File: src/bank_source_pkg.sv
package bank_source_pkg;

  localparam int NUM_BANKS   = 7;
  localparam int NUM_DRIVERS = 7;
  localparam int ADDR_W      = 12;
  localparam int DATA_W      = 32;
  localparam int WORD_LSB    = 2;
  localparam int REGION_LSB  = 5;

  // register byte offsets
  localparam logic [11:0] BANK_CFG_BASE = 12'h000;
  localparam logic [11:0] DRV_CFG_BASE  = 12'h020;
  localparam logic [11:0] GLOBAL_CFG    = 12'h040;
  localparam logic [11:0] STATUS        = 12'h044;

  // bank and driver configuration fields
  localparam int REG_OFF_BIT = 5;
  localparam int PASS_MSB    = 4;
  localparam int PASS_LSB    = 3;
  localparam int SRC_MSB     = 2;
  localparam int SRC_LSB     = 0;
  localparam int DRV_OFF_BIT = 7;

  // global configuration fields
  localparam int G_PASS0 = 0;
  localparam int G_PASS1 = 1;
  localparam int G_DIR0  = 2;
  localparam int G_DIR1  = 3;
  localparam int G_W     = 4;

  localparam logic [1:0] PASS_NORMAL = 2'h0;
  localparam logic [1:0] PASS_IN0    = 2'h1;
  localparam logic [1:0] PASS_IN1    = 2'h2;

  localparam logic [2:0] SEL_INT0_IN1DIV = 3'h0;
  localparam logic [2:0] SEL_INT1_REFDIV = 3'h1;
  localparam logic [2:0] SEL_INT2        = 3'h2;
  localparam logic [2:0] SEL_INT3        = 3'h3;
  localparam logic [2:0] SEL_FRAC0       = 3'h4;
  localparam logic [2:0] SEL_FRAC1       = 3'h5;
  localparam logic [2:0] SEL_FRAC2       = 3'h6;
  localparam logic [2:0] SEL_IN0DIV      = 3'h7;
  localparam logic [2:0] SRC_RESET       = SEL_FRAC1;

  // one bit per bank where a source is reachable
  localparam logic [6:0] INT0_BANKS   = 7'h03;
  localparam logic [6:0] IN1DIV_BANKS = 7'h70;
  localparam logic [6:0] INT1_BANKS   = 7'h07;
  localparam logic [6:0] REFDIV_BANKS = 7'h20;
  localparam logic [6:0] INT2_BANKS   = 7'h70;
  localparam logic [6:0] INT3_BANKS   = 7'h60;
  localparam logic [6:0] FRAC0_BANKS  = 7'h0f;
  localparam logic [6:0] FRAC1_BANKS  = 7'h7f;
  localparam logic [6:0] FRAC2_BANKS  = 7'h78;
  localparam logic [6:0] IN0DIV_BANKS = 7'h70;
  localparam logic [6:0] PASS_BANKS   = 7'h70;

  typedef enum logic [3:0] {
    src_reserved,
    src_integer_divider_0,
    src_integer_divider_1,
    src_integer_divider_2,
    src_integer_divider_3,
    src_fractional_divider_0,
    src_fractional_divider_1,
    src_fractional_divider_2,
    src_input0_divided_clock,
    src_input1_divided_clock,
    src_crystal_reference_divided,
    src_clock_input_0,
    src_clock_input_1
  } source_t;

endpackage

File: src/bank_source_decode.sv
`timescale 1ns/1ps
module bank_source_decode #(
  parameter int BANK = 0
) (
  // clock and reset
  input  wire logic                     sys_clk,
  input  wire logic                     sys_rst,
  // bank controls
  input  wire logic [2:0]               source_code,
  input  wire logic [1:0]               passthrough_mode,
  input  wire logic                     input0_direct_active,
  input  wire logic                     input1_direct_active,
  // resolved source
  output bank_source_pkg::source_t      bank_source
);

  function automatic bank_source_pkg::source_t map_code(input logic [2:0] code);
    map_code = bank_source_pkg::src_reserved;
    unique case (code)
      bank_source_pkg::SEL_INT0_IN1DIV: begin
        if (bank_source_pkg::INT0_BANKS[BANK])
          map_code = bank_source_pkg::src_integer_divider_0;
        else if (bank_source_pkg::IN1DIV_BANKS[BANK])
          map_code = bank_source_pkg::src_input1_divided_clock;
      end
      bank_source_pkg::SEL_INT1_REFDIV: begin
        if (bank_source_pkg::INT1_BANKS[BANK])
          map_code = bank_source_pkg::src_integer_divider_1;
        else if (bank_source_pkg::REFDIV_BANKS[BANK])
          map_code = bank_source_pkg::src_crystal_reference_divided;
      end
      bank_source_pkg::SEL_INT2: begin
        if (bank_source_pkg::INT2_BANKS[BANK])
          map_code = bank_source_pkg::src_integer_divider_2;
      end
      bank_source_pkg::SEL_INT3: begin
        if (bank_source_pkg::INT3_BANKS[BANK])
          map_code = bank_source_pkg::src_integer_divider_3;
      end
      bank_source_pkg::SEL_FRAC0: begin
        if (bank_source_pkg::FRAC0_BANKS[BANK])
          map_code = bank_source_pkg::src_fractional_divider_0;
      end
      bank_source_pkg::SEL_FRAC1: begin
        if (bank_source_pkg::FRAC1_BANKS[BANK])
          map_code = bank_source_pkg::src_fractional_divider_1;
      end
      bank_source_pkg::SEL_FRAC2: begin
        if (bank_source_pkg::FRAC2_BANKS[BANK])
          map_code = bank_source_pkg::src_fractional_divider_2;
      end
      bank_source_pkg::SEL_IN0DIV: begin
        if (bank_source_pkg::IN0DIV_BANKS[BANK])
          map_code = bank_source_pkg::src_input0_divided_clock;
      end
    endcase
  endfunction

  localparam logic PASS_OK = bank_source_pkg::PASS_BANKS[BANK];

  bank_source_pkg::source_t next_bank_source;

  always_comb begin
    next_bank_source = map_code(source_code);
    // low banks have no passthrough path at all
    if (PASS_OK) begin
      if (passthrough_mode == bank_source_pkg::PASS_IN0 && input0_direct_active)
        next_bank_source = bank_source_pkg::src_clock_input_0;
      else if (passthrough_mode == bank_source_pkg::PASS_IN1 && input1_direct_active)
        next_bank_source = bank_source_pkg::src_clock_input_1;
    end
  end

  always_ff @(posedge sys_clk) begin
    if (sys_rst)
      bank_source <= bank_source_pkg::src_fractional_divider_1;
    else
      bank_source <= next_bank_source;
  end
endmodule

File: src/output_bank_source_select.sv
`timescale 1ns/1ps
module output_bank_source_select (
  // clock and reset
  input  wire logic                    sys_clk,
  input  wire logic                    sys_rst,
  // apb slave
  input  wire logic [11:0]             paddr,
  input  wire logic                    psel,
  input  wire logic                    penable,
  input  wire logic                    pwrite,
  input  wire logic [31:0]             pwdata,
  output logic      [31:0]             prdata,
  output logic                         pready,
  output logic                         pslverr,
  // bank controls
  output logic      [6:0]              bank_regulator_off,
  output bank_source_pkg::source_t     bank_source [bank_source_pkg::NUM_BANKS],
  // driver controls
  output logic      [6:0]              driver_power_off
);

  localparam int NB = bank_source_pkg::NUM_BANKS;
  localparam int ND = bank_source_pkg::NUM_DRIVERS;

  function automatic logic in_region(input logic [11:0] addr, input logic [11:0] base,
                                     input int count);
    in_region = (addr[11:bank_source_pkg::REGION_LSB] ==
                 base[11:bank_source_pkg::REGION_LSB]) &&
                (int'(addr[bank_source_pkg::REGION_LSB-1:bank_source_pkg::WORD_LSB]) < count);
  endfunction

  logic [1:0]             passthrough_mode [NB];
  logic [2:0]             source_code      [NB];
  logic [3:0]             global_cfg;
  logic [31:0]            next_prdata;
  logic                   next_slverr;
  logic                   access;
  logic                   commit;
  logic                   bank_hit;
  logic                   drv_hit;
  logic [2:0]             word_idx;
  logic [NB-1:0]          bank_reserved;
  logic                   input0_direct_active;
  logic                   input1_direct_active;

  assign access   = psel && penable;
  // one wait state: the write lands on the edge where pready is seen high
  assign commit   = access && pready;
  assign word_idx = paddr[bank_source_pkg::REGION_LSB-1:bank_source_pkg::WORD_LSB];
  assign bank_hit = in_region(paddr, bank_source_pkg::BANK_CFG_BASE, NB);
  assign drv_hit  = in_region(paddr, bank_source_pkg::DRV_CFG_BASE, ND);

  // fan-out needs both the global enable and the direct flag of its input
  assign input0_direct_active = global_cfg[bank_source_pkg::G_PASS0] &&
                                global_cfg[bank_source_pkg::G_DIR0];
  assign input1_direct_active = global_cfg[bank_source_pkg::G_PASS1] &&
                                global_cfg[bank_source_pkg::G_DIR1];

  always_ff @(posedge sys_clk) begin
    if (sys_rst) begin
      pready  <= 1'b0;
      prdata  <= 32'h0000_0000;
      pslverr <= 1'b0;
    end else begin
      pready  <= access && !pready;
      prdata  <= (access && !pready && !pwrite) ? next_prdata : 32'h0000_0000;
      pslverr <= access && !pready && next_slverr;
    end
  end

  always_comb begin
    next_prdata = 32'h0000_0000;
    next_slverr = 1'b0;
    if (bank_hit) begin
      next_prdata[bank_source_pkg::REG_OFF_BIT] = bank_regulator_off[word_idx];
      next_prdata[bank_source_pkg::PASS_MSB:bank_source_pkg::PASS_LSB] =
        passthrough_mode[word_idx];
      next_prdata[bank_source_pkg::SRC_MSB:bank_source_pkg::SRC_LSB] = source_code[word_idx];
    end else if (drv_hit) begin
      next_prdata[bank_source_pkg::DRV_OFF_BIT] = driver_power_off[word_idx];
    end else if (paddr == bank_source_pkg::GLOBAL_CFG) begin
      next_prdata[bank_source_pkg::G_W-1:0] = global_cfg;
    end else if (paddr == bank_source_pkg::STATUS) begin
      next_prdata[NB-1:0] = bank_reserved;
    end else begin
      next_slverr = 1'b1;
    end
  end

  always_ff @(posedge sys_clk) begin
    if (sys_rst)
      global_cfg <= 4'h0;
    else if (commit && pwrite && paddr == bank_source_pkg::GLOBAL_CFG)
      global_cfg <= pwdata[bank_source_pkg::G_W-1:0];
  end

  genvar b;
  generate
    for (b = 0; b < NB; b++) begin : g_bank
      always_ff @(posedge sys_clk) begin
        if (sys_rst) begin
          bank_regulator_off[b] <= 1'b0;
          passthrough_mode[b]   <= bank_source_pkg::PASS_NORMAL;
          source_code[b]        <= bank_source_pkg::SRC_RESET;
        end else if (commit && pwrite && bank_hit && int'(word_idx) == b) begin
          bank_regulator_off[b] <= pwdata[bank_source_pkg::REG_OFF_BIT];
          passthrough_mode[b]   <=
            pwdata[bank_source_pkg::PASS_MSB:bank_source_pkg::PASS_LSB];
          source_code[b]        <=
            pwdata[bank_source_pkg::SRC_MSB:bank_source_pkg::SRC_LSB];
        end
      end

      bank_source_decode #(
        .BANK (b)
      ) u_decode (
        .sys_clk              (sys_clk),
        .sys_rst              (sys_rst),
        .source_code          (source_code[b]),
        .passthrough_mode     (passthrough_mode[b]),
        .input0_direct_active (input0_direct_active),
        .input1_direct_active (input1_direct_active),
        .bank_source          (bank_source[b])
      );

      // software is not meant to program these, so flag them for it to see
      assign bank_reserved[b] = (bank_source[b] == bank_source_pkg::src_reserved);
    end

    for (b = 0; b < ND; b++) begin : g_drv
      always_ff @(posedge sys_clk) begin
        if (sys_rst)
          driver_power_off[b] <= 1'b0;
        else if (commit && pwrite && drv_hit && int'(word_idx) == b)
          driver_power_off[b] <= pwdata[bank_source_pkg::DRV_OFF_BIT];
      end
    end
  endgenerate
endmodule

File: config.mk
export PLATFORM = sky130hd
export DESIGN_NAME = output_bank_source_select
export DESIGN_NICKNAME = d
export VERILOG_FILES = /design/src/bank_source_pkg.sv /design/src/bank_source_decode.sv /design/src/output_bank_source_select.sv
export SDC_FILE = /design/constraint.sdc
export NUM_CORES = 1
export LEC_CHECK = 0
export ABC_AREA = 1
export BUFFER_PORTS_ARGS = -buffer_cell sky130_fd_sc_hd__buf_2
export CORE_MARGIN = 10
export CORE_UTILIZATION = 48
export CTS_BUF_LIST = sky130_fd_sc_hd__clkbuf_4
export DETAILED_ROUTE_END_ITERATION = 12
export PLACE_DENSITY = 0.78
export SYNTH_ARGS = -nofsm -noshare
export SYNTH_HDL_FRONTEND = slang
export SYNTH_SLANG_ARGS = --single-unit
File: constraint.sdc
create_clock -name sys_clk -period 1.33 [get_ports sys_clk]
set_input_delay 0.1995 -clock sys_clk [delete_from_list [all_inputs] [get_ports sys_clk]]
set_output_delay 0.1995 -clock sys_clk [all_outputs]
set_load 0.02 [all_outputs]
==> results.md <==
- Area of the multi-input gates: 1890 um^2
- FF-to-FF End: source_code[2][2]
- Status: finished with violations
- DIE AREA: 13000 um^2
- Crit-path max FO: 4
- Row cnt: 34
- VDD IR-drop max: 0.356 mV
- Cell internal pwr: 0.00337 W
- PwrDens: 891 nW/um^2
- Setup WS post-layout: -0.0731 ns
- Largest net degree at the start of global routing: 16
- Reg-to-reg slack, setup: -0.07 ns
- All-layer global routing usage: 18.1%
- I/O pin cnt: 125
- Reg-to-reg startpoint: pready
- Clock power frac: 28.4%
- Vias per cell: 5.09
- Synth Instances: 531
- Hold Crit Depth: 2
- Seq/Total Area, Yosys: 49.2%
- Startpoint types: register
- Mux cell area share after synthesis: 0%
- Initial antenna violation count: 0
- Routability cong.: 0.935
- Sequential cell area: 2100 um^2
- Max H-tree Level: 3
- Seq pwr share: 59.8%
- Worst path required time: 1.52 ns
- Synth warn: 0
- Critical path capture point type: register
- Clk_lat worst skew: 0.44 ns
- Clock-pin slew on the worst setup and hold paths: 0.14 ns
- Crit Path Class: register to register
- Net Sw Frac: 29.0%
- Iter 0 DRT Violations: 255
- Die width: 114 um
- Crit path max-delay family: simple AND/OR/NAND/NOR gates
- Drt pass-1 iters: 5
- Layout Nets: 711
- RSZ-0062 raised after global routing: yes
- Largest stage delay, worst path: 0.37 ns
- First-pass GRT wire length: 19000 um
- HPWL after detailed placement: 9360 um
- Inserted Clock Buffers: 9
- Share of layout cells above drive strength 1: 31.9%
- Largest family of logic cells by synthesized area: simple AND/OR/NAND/NOR gates
- Final wirelength: 12000 um
- Psw: 0.00137 W
- Area leader, netlist: edfxtp_1
- CP max-delay cell: dfxtp_4
- Clk sinks: 87
- Hold Crit Start: sys_rst
- Max-slew violation count: 0
- Syn-to-layout area delta: 25.3%
- Initial Util: 49.0%
- Final Cycle Share: 105%
- Share of the synthesized area in compound gates (AO/OA/AOI/OAI): 7.80%
- TritonCTS clock tree: yes
- Max_cap viols: 0
- Cell mode on critical path: buf_6
- Clock Skew: 0.0136 ns
- Vias in the first global route: 3971
- Simple-Gate Fraction of Synth Area: 31.1%
- Hold slack: 0.0418 ns
- Worst EP arrival: 1.60 ns
- Synth Area in Adders: 0%
- DRC Markers: 0
- Die extent in y: 114 um
- Failing checks: negative setup slack
- Core Util, Final: 61.4%
- CP bufs+invs: 2
- Mapped Avg Cell Area: 8.00 um^2
- Yosys cell types: 32
- Peak Freq: 713 MHz
- Worst-path cell chain: nand4_1 -> buf_6 -> nor2_8 -> buf_6 -> nand2_4 -> nor2_4 -> nand2_1
- Fraction of synthesized cell area in xor and xnor cells: 0%
- #FFs+latches synth: 87
- Congestion Overflow GR: 0
- Port bufs: 71
- Leakage: 2.49 nW
- Final Hold Vio Count: 0
- Comb pwr share: 11.8%
- Wire per inst: 15.4 um
- Diodes inserted: 0
- Fill cells: 770
- Clock Tree Root: clkbuf_4
- Clock Path Buffers: 2
- Hold Crit Class: input pin to register
- Core Area: 8680 um^2
- Post-layout min period: 1.40 ns
- Setup-failing EPs final: 37
- Path depth of the worst reg2reg path: 7
- Post-route antenna net violation count: 0
- Via count: 3947
- Top post-synthesis cells by area: edfxtp_1, dfxtp_1, nand2_1
- Mapped Area: 4250 um^2
- Post-synth top area share: 24.7%
- Hold Path Sink: pready
==> worst reg2reg max path, cell delays in order, from the launching register on <==
cell,delay (ns)
dfxtp_4,0.37
nand4_1,0.08
buf_6,0.15
nor2_8,0.14
buf_6,0.14
nand2_4,0.07
nor2_4,0.14
nand2_1,0.07
==> cells in the mapped netlist, drive strengths merged <==
master / instances
a21oi: 30
a31oi: 3
buf: 33
clkbuf: 4
clkinv: 1
conb: 1
dfxtp: 52
edfxtp: 35
inv: 61
nand2: 162
nand3: 36
nand3b: 1
nand4: 4
nor2: 61
nor3: 13
nor3b: 1
nor4: 3
o211ai: 6
o21ai: 22
o31ai: 1
or3: 1
==> area by class of cell <==
| class | instances | area share, % |
|---|---|---|
| clock buffer | 9 | 1.27 |
| clock inverter | 7 | 0.893 |
| inverter | 62 | 4.44 |
| multi-input combinational | 372 | 35.5 |
| sequential | 87 | 39.4 |
| tap | 108 | 2.54 |
| timing repair buffer | 130 | 16.0 |
==> registers in the layout, summed over array words and instances, names as in the netlist <==
name / count
global_cfg: 4
source_code: 21
pslverr: 1
pready: 1
g_bank.u_decode.bank_source: 24
bank_regulator_off: 7
passthrough_mode: 14
driver_power_off: 7
prdata: 8
==> how the worst max path moves through the flow <==
| stage | from | end | slack, ns | depth (start not counted) |
|---|---|---|---|---|
| 2_1_floorplan | pready | source_code[0][0] | -0.13 | 5 |
| 3_3_place_gp | paddr[8] | source_code[5][0] | -0.23 | 9 |
| 3_5_place_dp | paddr[7] | source_code[1][1] | -0.30 | 10 |
| 4_1_cts | pready | source_code[0][2] | -0.07 | 7 |
| 5_1_grt | pready | bank_regulator_off[0] | -0.13 | 9 |
| 6_report | pready | source_code[2][2] | -0.07 | 7 |
==> metrics by stage <==
step	TNS [ns]	total power (W)	std cells	instance area [um^2]	setup WS [ns]
final	-1.37	0.00475	775	5330	-0.0731
after global routing	-4.83	0.00493	775	5330	-0.133
after CTS	-1.96	0.00473	774	5230	-0.0742
after detailed placement	-19.35	0.00342	753	5020	-0.298
after global placement	-15.38	0.00341	753	5020	-0.226
after floorplan	-6.87	0.00326	558	4390	-0.134
==> placed cells by master (no fill, tap or decap), types with 4 or more instances in the layout <==
| cell type | synthesis | final |
|---|---|---|
| nand2_1 | 149 | 140 |
| conb_1 | 1 | 28 |
| clkbuf_4 | 0 | 9 |
| buf_4 | 29 | 50 |
| nand2_2 | 8 | 10 |
| nor3_1 | 12 | 10 |
| o21ai_0 | 20 | 16 |
| nor2_1 | 44 | 36 |
| nor2_4 | 10 | 13 |
| o21ai_1 | 2 | 4 |
| dfxtp_1 | 52 | 51 |
| nand2_4 | 5 | 11 |
| buf_2 | 2 | 70 |
| nor2_2 | 6 | 11 |
| inv_1 | 49 | 49 |
| buf_6 | 2 | 6 |
| clkinv_2 | 1 | 4 |
| a21oi_1 | 30 | 28 |
| inv_2 | 11 | 11 |
| o211ai_1 | 6 | 6 |
| nand3_1 | 36 | 36 |
| nand4_1 | 4 | 4 |
| edfxtp_1 | 35 | 35 |
==> cells by family after synthesis <==
group | count (synthesis)
DFF | 87
AOI/OAI and AO/OA | 62
other | 1
and+or+nand+nor | 282
buffers and inverters | 99
==> per-layer routing <==
| metal | track usage (%) | share of wire (%) | vias to the layer above |
|---|---|---|---|
| met1 | 22.5 | 41 | 1798 |
| li1 | - | - | 1926 |
| met3 | 5.19 | 12 | 22 |
| met5 | 0 | 0 | - |
| met4 | 6.60 | 2.0 | 0 |
| met2 | 29.1 | 45 | 201 |
==> repair_timing <==
action / in CTS / in global routing
gates resized for setup: 11 / 25
hold endpoints to repair: 1 / 0
endpoints found under the setup margin: 70 / 90
pin swaps: 4 / 7
hold buffers: 2 / 0
setup buffers: 3 / 1
==> power by group through the flow <==
stage | Sequential, W | Combinational [W] | Clock, W
6_report | 0.00284 | 0.000560 | 0.00135
3_5_place_dp | 0.00290 | 0.000524 | 0
4_1_cts | 0.00284 | 0.000537 | 0.00136
3_3_place_gp | 0.00289 | 0.000516 | 0
5_1_grt | 0.00284 | 0.000604 | 0.00148
2_1_floorplan | 0.00292 | 0.000344 | 0
Note: power is estimated with default switching activity, not from simulation.
